[src/core/dgs_pkg.sv]
// Package for the processor-side DRAM access sequencer
package dgs_pkg;
   // Data-space windows decoded by the strobe glue
   localparam logic [13:0] ROW_BASE   = 14'h1000;
   localparam logic [13:0] CLEAR_BASE = 14'h2000;
   localparam logic [13:0] COL_BASE   = 14'h3000;
   localparam logic [13:0] INT_BOUND  = 14'h3800;
   localparam int          LINE_W     = 10;
   localparam int          ADDR_W     = 14;
   localparam int          DATA_W     = 16;
   // Wait states on the column window; column access held two cycles
   localparam logic [1:0]  COL_WAIT   = 2'h1;
   // Idle cycles after a closing access, for row precharge
   localparam logic [1:0]  PRE_IDLE   = 2'h1;

   typedef struct packed {
      logic              write;
      logic [LINE_W-1:0] row;
      logic [LINE_W-1:0] col;
      logic              page;   // Keep row open afterwards
      logic [DATA_W-1:0] wdata;
   } dgs_req_t;

   typedef struct packed {
      logic              dms_n;
      logic              rd_n;
      logic              wr_n;
      logic [ADDR_W-1:0] addr;
   } dgs_bus_t;

   typedef enum logic [1:0] {
      ACC_ROW,
      ACC_COL,
      ACC_CLEAR,
      ACC_IDLE
   } dgs_acc_t;
endpackage : dgs_pkg

[src/core/dgs_host.sv]
// Processor-side sequencer that drives the DRAM strobe glue over the bus
module dgs_host
   import dgs_pkg::*;
(
   // Clock and reset
   input  wire logic              clk_i,
   input  wire logic              rst_i,
   // Request port
   input  wire logic              req_valid_i,
   input  dgs_req_t               req_i,
   output logic                   req_ready_o,
   output logic                   rsp_valid_o,
   output logic [DATA_W-1:0]      rsp_data_o,
   // Processor-style external bus
   output dgs_bus_t               bus_o,
   output logic [DATA_W-1:0]      data_o,
   output logic                   data_oe_o,
   input  wire logic [DATA_W-1:0] data_i,
   output logic [1:0]             data_wait_count_bank3_o
);

   function automatic logic [ADDR_W-1:0] win(input logic [13:0] base,
                                             input logic [LINE_W-1:0] a);
      win = base | {4'h0, a};
   endfunction : win

   dgs_acc_t         acc;
   dgs_req_t         cur;
   logic             busy;
   logic             row_open;
   logic [LINE_W-1:0] open_row;
   logic [1:0]       cnt;
   // Set once the column access is done, so the closing idle ends the job
   // instead of reopening a row for a request still pending after a miss
   logic             served;

   assign data_wait_count_bank3_o = COL_WAIT;
   assign req_ready_o = !busy;

   // Sequencer: row, column (held COL_WAIT+1 cycles), clear, idle
   always_ff @(posedge clk_i) begin
      if (rst_i) begin
         busy     <= 1'b0;
         acc      <= ACC_IDLE;
         cnt      <= 2'h0;
         row_open <= 1'b0;
         open_row <= '0;
         cur      <= '0;
         served   <= 1'b0;
      end else if (!busy) begin
         if (req_valid_i) begin
            busy <= 1'b1;
            cur  <= req_i;
            served <= 1'b0;
            cnt  <= 2'h0;
            // Page hit skips the row access entirely
            if (row_open && open_row == req_i.row) begin
               acc <= ACC_COL;
            end else if (row_open) begin
               acc <= ACC_CLEAR;
            end else begin
               acc <= ACC_ROW;
            end
         end
      end else begin
         unique case (acc)
            ACC_ROW: begin
               acc      <= ACC_COL;
               row_open <= 1'b1;
               open_row <= cur.row;
            end
            ACC_COL: begin
               if (cnt == COL_WAIT) begin
                  cnt <= 2'h0;
                  served <= 1'b1;
                  if (cur.page) begin
                     busy <= 1'b0;
                     acc  <= ACC_IDLE;
                  end else begin
                     acc <= ACC_CLEAR;
                  end
               end else begin
                  cnt <= cnt + 2'h1;
               end
            end
            ACC_CLEAR: begin
               // Also taken first on a miss, so the old row is shut first
               row_open <= 1'b0;
               cnt      <= 2'h0;
               acc      <= ACC_IDLE;
            end
            ACC_IDLE: begin
               // Precharge gap; a pending miss resumes with its row
               if (cnt == PRE_IDLE - 2'h1) begin
                  cnt <= 2'h0;
                  if (served) begin
                     busy <= 1'b0;
                  end else begin
                     acc <= ACC_ROW;
                  end
               end else begin
                  cnt <= cnt + 2'h1;
               end
            end
         endcase
      end
   end

   // Bus drive: a row/clear access is a dummy read; column reads or writes
   always_comb begin
      bus_o     = '{dms_n: 1'b1, rd_n: 1'b1, wr_n: 1'b1, addr: '0};
      data_oe_o = 1'b0;
      if (busy) begin
         unique case (acc)
            ACC_ROW: begin
               bus_o = '{1'b0, 1'b0, 1'b1, win(ROW_BASE, cur.row)};
            end
            ACC_COL: begin
               bus_o.dms_n = 1'b0;
               bus_o.addr  = win(COL_BASE, cur.col);
               bus_o.rd_n  = cur.write;
               bus_o.wr_n  = !cur.write;
               data_oe_o   = cur.write;
            end
            ACC_CLEAR: begin
               bus_o = '{1'b0, 1'b0, 1'b1, CLEAR_BASE};
            end
            ACC_IDLE: begin
               bus_o = '{1'b1, 1'b1, 1'b1, '0};
            end
         endcase
      end
   end

   always_ff @(posedge clk_i) begin
      if (rst_i) begin
         data_o      <= '0;
         rsp_valid_o <= 1'b0;
         rsp_data_o  <= '0;
      end else begin
         data_o      <= (!busy && req_valid_i) ? req_i.wdata : data_o;
         rsp_valid_o <= busy && acc == ACC_COL && cnt == COL_WAIT;
         if (busy && acc == ACC_COL && cnt == COL_WAIT && !cur.write) begin
            rsp_data_o <= data_i;
         end
      end
   end

   // Checks watch the bus and answer that this block drives
   AST_COL_HOLD: assert property (@(posedge clk_i) disable iff (rst_i)
      (busy && acc == ACC_COL && cnt == 2'h0)
      |-> (!bus_o.dms_n && bus_o.addr[13:12] == 2'b11) [*2])
      else $error("column access shorter than two cycles");
   AST_ROW_ADDR: assert property (@(posedge clk_i) disable iff (rst_i)
      (busy && acc == ACC_ROW) |-> bus_o.addr[13:12] == 2'b01 && !bus_o.rd_n)
      else $error("row access not a row-window read");
   AST_NO_INT: assert property (@(posedge clk_i) disable iff (rst_i)
      !bus_o.dms_n |-> bus_o.addr < INT_BOUND)
      else $error("internal address on external bus");
   AST_READ_WR: assert property (@(posedge clk_i) disable iff (rst_i)
      (busy && acc == ACC_COL && !cur.write) |-> bus_o.wr_n)
      else $error("write strobe during read");
   AST_RST: assert property (@(posedge clk_i)
      $past(rst_i) |-> bus_o.dms_n && !rsp_valid_o)
      else $error("bus active after reset");
   AST_WAIT: assert property (@(posedge clk_i) disable iff (rst_i)
      data_wait_count_bank3_o == 2'h1)
      else $error("bank three wait count wrong");
   AST_GAP: assert property (@(posedge clk_i) disable iff (rst_i)
      (busy && acc == ACC_CLEAR) |=> bus_o.dms_n)
      else $error("no precharge gap after clear");
   AST_ORDER: assert property (@(posedge clk_i) disable iff (rst_i)
      (busy && acc == ACC_ROW) |=> !bus_o.dms_n && bus_o.addr[13:12] == 2'b11)
      else $error("column does not follow row");
   AST_CLOSE: assert property (@(posedge clk_i) disable iff (rst_i)
      (busy && acc == ACC_COL && cnt == COL_WAIT && !cur.page)
      |=> !bus_o.dms_n && !bus_o.rd_n && bus_o.wr_n
          && bus_o.addr == CLEAR_BASE)
      else $error("non-page access not closed by a clear read");
   AST_LINES: assert property (@(posedge clk_i) disable iff (rst_i)
      !bus_o.dms_n |-> bus_o.addr[11:10] == 2'h0)
      else $error("address bits above the low lines set");
   AST_WR_DATA: assert property (@(posedge clk_i) disable iff (rst_i)
      data_oe_o == !bus_o.wr_n
      && (bus_o.wr_n || bus_o.addr[13:12] == 2'b11))
      else $error("write data driven outside a column write");
   AST_PAGE: assert property (@(posedge clk_i) disable iff (rst_i)
      (busy && acc == ACC_COL && cnt == COL_WAIT && cur.page)
      |=> req_ready_o && bus_o.dms_n && row_open)
      else $error("page access did not leave its row open");

   COV_READ: cover property (@(posedge clk_i) disable iff (rst_i)
      busy && acc == ACC_COL && !cur.write);
   COV_WRITE: cover property (@(posedge clk_i) disable iff (rst_i)
      busy && acc == ACC_COL && cur.write);
   COV_PAGE: cover property (@(posedge clk_i) disable iff (rst_i)
      req_valid_i && req_ready_o && row_open && open_row == req_i.row);
   COV_MISS: cover property (@(posedge clk_i) disable iff (rst_i)
      req_valid_i && req_ready_o && row_open && open_row != req_i.row);
   COV_RESUME: cover property (@(posedge clk_i) disable iff (rst_i)
      busy && acc == ACC_IDLE && !served ##1 acc == ACC_ROW);
endmodule : dgs_host

[config.mk]
export PLATFORM = sky130hd
export DESIGN_NAME = dgs_host
export DESIGN_NICKNAME = d
export VERILOG_FILES = /design/src/core/dgs_pkg.sv /design/src/core/dgs_host.sv
export SDC_FILE = /design/constraint.sdc
export NUM_CORES = 1
export LEC_CHECK = 0
export BUFFER_PORTS_ARGS = -buffer_cell sky130_fd_sc_hd__buf_2
export CORE_ASPECT_RATIO = 0.8
export CORE_MARGIN = 5
export CORE_UTILIZATION = 40
export CTS_CLUSTER_SIZE = 14
export DETAILED_ROUTE_END_ITERATION = 12
export PLACE_DENSITY = 0.77
export SETUP_SLACK_MARGIN = 0.15
export SLEW_MARGIN = 5
export SYNTH_ARGS = -nofsm -noshare
export SYNTH_HDL_FRONTEND = slang
export SYNTH_SLANG_ARGS = --single-unit
[constraint.sdc]
create_clock -name clk_i -period 4.5 [get_ports clk_i]
set_clock_uncertainty 0.2 [all_clocks]
set_input_delay 0.45 -clock clk_i [delete_from_list [all_inputs] [get_ports clk_i]]
set_output_delay 0.45 -clock clk_i [all_outputs]
set_load 0.01 [all_outputs]
==> results.sh <==
export IMPL_ys_warn_count=0
export IMPL_arrival_ps=2290
export IMPL_finalCriticalPeriod_ps=2940
export IMPL_synth_ff_latch_count=72
export IMPL_clock_latency_ps=340
export IMPL_synth_top_area_share=0.465
export IMPL_grt_max_degree=73
export IMPL_post_cts_buffers=0
export IMPL_netlist_instances=412
export IMPL_grt_pass1_vias=2812
export IMPL_fillers=720
export IMPL_drtAntennaViolNets=0
export IMPL_vias=3015
export IMPL_hold_viol=0
export IMPL_avgRoutedWirePerCell_um=13.4
export IMPL_rows=28
export IMPL_antenna_found_initial=0
export IMPL_status="finished, final reports clean"
export IMPL_async_flop_share=0
export IMPL_ctsHoldBuffers=0
export IMPL_io_buffer_count=106
export IMPL_cts_clk_slew_worst_paths_ps=80
export IMPL_hold_end="cur[19]"
export IMPL_drt_total_wl_mm=8.19
export IMPL_max_cap_violations=0
export IMPL_critPathLaunchType="flip-flop"
export IMPL_drt_initial_drc_count=174
export IMPL_dp_hpwl_mm=5.75
export IMPL_rsz0062_at_grt="false"
export IMPL_dieArea_um2=9620
export IMPL_fin_crit_sh=0.654
export IMPL_whs_path_depth=3
export IMPL_syn_area_um2=3100
export IMPL_die_height_um=88.7
export IMPL_synth_cell_types=40
export IMPL_ctsRootBufferMaster="clkbuf_8"
export IMPL_synth_edff_count=0
export IMPL_fmax_ghz=0.340
export IMPL_place_congestion=0.798
export IMPL_r2r_setup_slack_ps=1980
export IMPL_area_growth_syn_to_layout_pct=22.9
export IMPL_fin_setup_tns_ps=0
export IMPL_die_w_um=108
export IMPL_tightestPinTransition_ps=774
export IMPL_hold_path_startpoint="req_i[19]"
export IMPL_synth_avg_cell_area_um2=7.52
export IMPL_io_pin_count=111
export IMPL_cp_required_ps=3850
export IMPL_relSlewSlack=0.484
export IMPL_antenna_cells=0
export IMPL_power_density_nw_per_um2=345
export IMPL_synth_common_cells="nand2_1, a21oi_1, dfxtp_1, nor2_1, clkbuf_1"
export IMPL_via_per_inst=4.92
export IMPL_worst_setup_path_end_kind="output port"
export IMPL_seq_area_frac_synth=0.465
export IMPL_drc_errors=0
export IMPL_reg2reg_to="acc[1]"
export IMPL_core_area_um2=7460
export IMPL_nNetsFinal=568
export IMPL_h_tree_depth=3
export IMPL_synth_most_common_cell="nand2_1"
export IMPL_synth_ff_type="dfxtp_1"
export IMPL_grt_overflow=0
export IMPL_reg2reg_depth=6
export IMPL_drtPass1Iterations=4
export IMPL_ctsResizeCount=0
export IMPL_regArea_um2=1440
export IMPL_path_class="flip-flop to output port"
export IMPL_initial_core_util=0.415
export IMPL_multi_input_area_um2=1490
export IMPL_slew_violations=0
export IMPL_cts_buffer_depth=2
export IMPL_final_layout_size_suffix_gt1_frac=0.250
export IMPL_p_leak_nw=1.68
export IMPL_grt_total_usage=0.171
export IMPL_vdd_drop_max_mv=0.195
export IMPL_crit_fanout=24
export IMPL_holdWs_ps=135
export IMPL_clock_sinks=72
export IMPL_r2r_start="acc[1]"
export IMPL_grt_pass1_wl_mm=13.0
export IMPL_synth_area_leader_cell="dfxtp_1"
export IMPL_hold_class="input port to flip-flop"
export IMPL_tritoncts="done"
export IMPL_cts_made_buffers=9
export IMPL_synthTopCellsByArea="dfxtp_1, nand2_1, a21oi_1"
export IMPL_setup_violations=0
## per-layer routing
layer  share of wire  vias to the layer above  track usage
met5               0                        -            0
met4           0.018                        0       0.0665
met3           0.095                       15       0.0569
li1                -                     1509            -
met1            0.45                     1367        0.214
met2            0.44                      124        0.276
## metrics by stage
| stage | area, um2 | utilization | setup WS [ps] | instances | power (mW) |
|---|---|---|---|---|---|
| 2_1_floorplan | 3110 | - | 2470 | 414 | 0.815 |
| 3_3_place_gp | 3640 | 0.488 | 2050 | 597 | 0.876 |
| 3_5_place_dp | 3640 | 0.488 | 1970 | 597 | 0.881 |
| 4_1_cts | 3810 | 0.510 | 1560 | 613 | 1.33 |
| 5_1_grt | 3810 | 0.510 | 1390 | 613 | 1.38 |
| 6_report | 3810 | 0.510 | 1560 | 613 | 1.32 |
## logic make-up after synthesis
family	count (synthesis)	synth area share
and+or+nand+nor	190	0.247
adders and majority gates	8	0.0323
buffers and inverters	37	0.0565
AOI/OAI and AO/OA	92	0.165
muxes	1	0.00363
other	2	0.00242
xor gates and xnor gates	10	0.0283
DFF	72	0.465
## area by class of cell
class | count | share of cell area
Clock buffer | 13 | 0.0391
Clock inverter | 3 | 0.00460
Inverter | 6 | 0.00592
Multi-Input combinational cell | 305 | 0.392
Sequential cell | 72 | 0.379
Tap cell | 105 | 0.0345
Timing Repair Buffer | 109 | 0.145
## worst max path at each step
stage / startpoint / cells after the start / end / slack [ps]
finish: acc[0] / 5 / bus_o[15] / 1560
global route: acc[0] / 5 / bus_o[15] / 1390
CTS: acc[0] / 5 / bus_o[15] / 1560
detailed placement: acc[0] / 5 / bus_o[15] / 1970
global placement: acc[0] / 5 / bus_o[15] / 2050
floorplan: acc[1] / 5 / bus_o[14] / 2470
## cells in the final DEF, fill, tap and decap left out, types with 2 or more instances in the layout
master / synthesis / final
nand2_1: 144 / 144
buf_2: 11 / 106
a21oi_1: 76 / 76
dfxtp_1: 72 / 72
nor2_1: 28 / 28
xor2_1: 10 / 10
clkbuf_8: 0 / 10
ha_1: 8 / 8
inv_1: 5 / 5
conb_1: 2 / 4
clkbuf_1: 15 / 3
buf_4: 4 / 3
nand2b_1: 2 / 2
o21ai_0: 2 / 2
a211oi_1: 2 / 2
a22oi_1: 2 / 2
nand3_1: 2 / 2
a211o_1: 2 / 2
nor4_1: 2 / 2
clkinv_2: 0 / 2
## worst max-delay path, stage by stage, from the launching register on
cell,delay (ps)
dfxtp_1,350
inv_1,140
ha_1,660
and2_1,510
nor2_1,120
buf_2,160
## power by group
part | switching, mW | total (mW) | internal [mW]
combinational | 0.112 | 0.182 | 0.0702
sequential | 0.0222 | 0.686 | 0.663
clock | 0.233 | 0.447 | 0.214
## sequential cells by signal, indices dropped and copies added, names as in the netlist
register	cells
cnt	2
row_open	1
rsp_valid_o	1
busy	1
data_o	16
rsp_data_o	16
acc	2
cur	22
served	1
open_row	10
No activity file was read; power rests on OpenSTA's default activity.
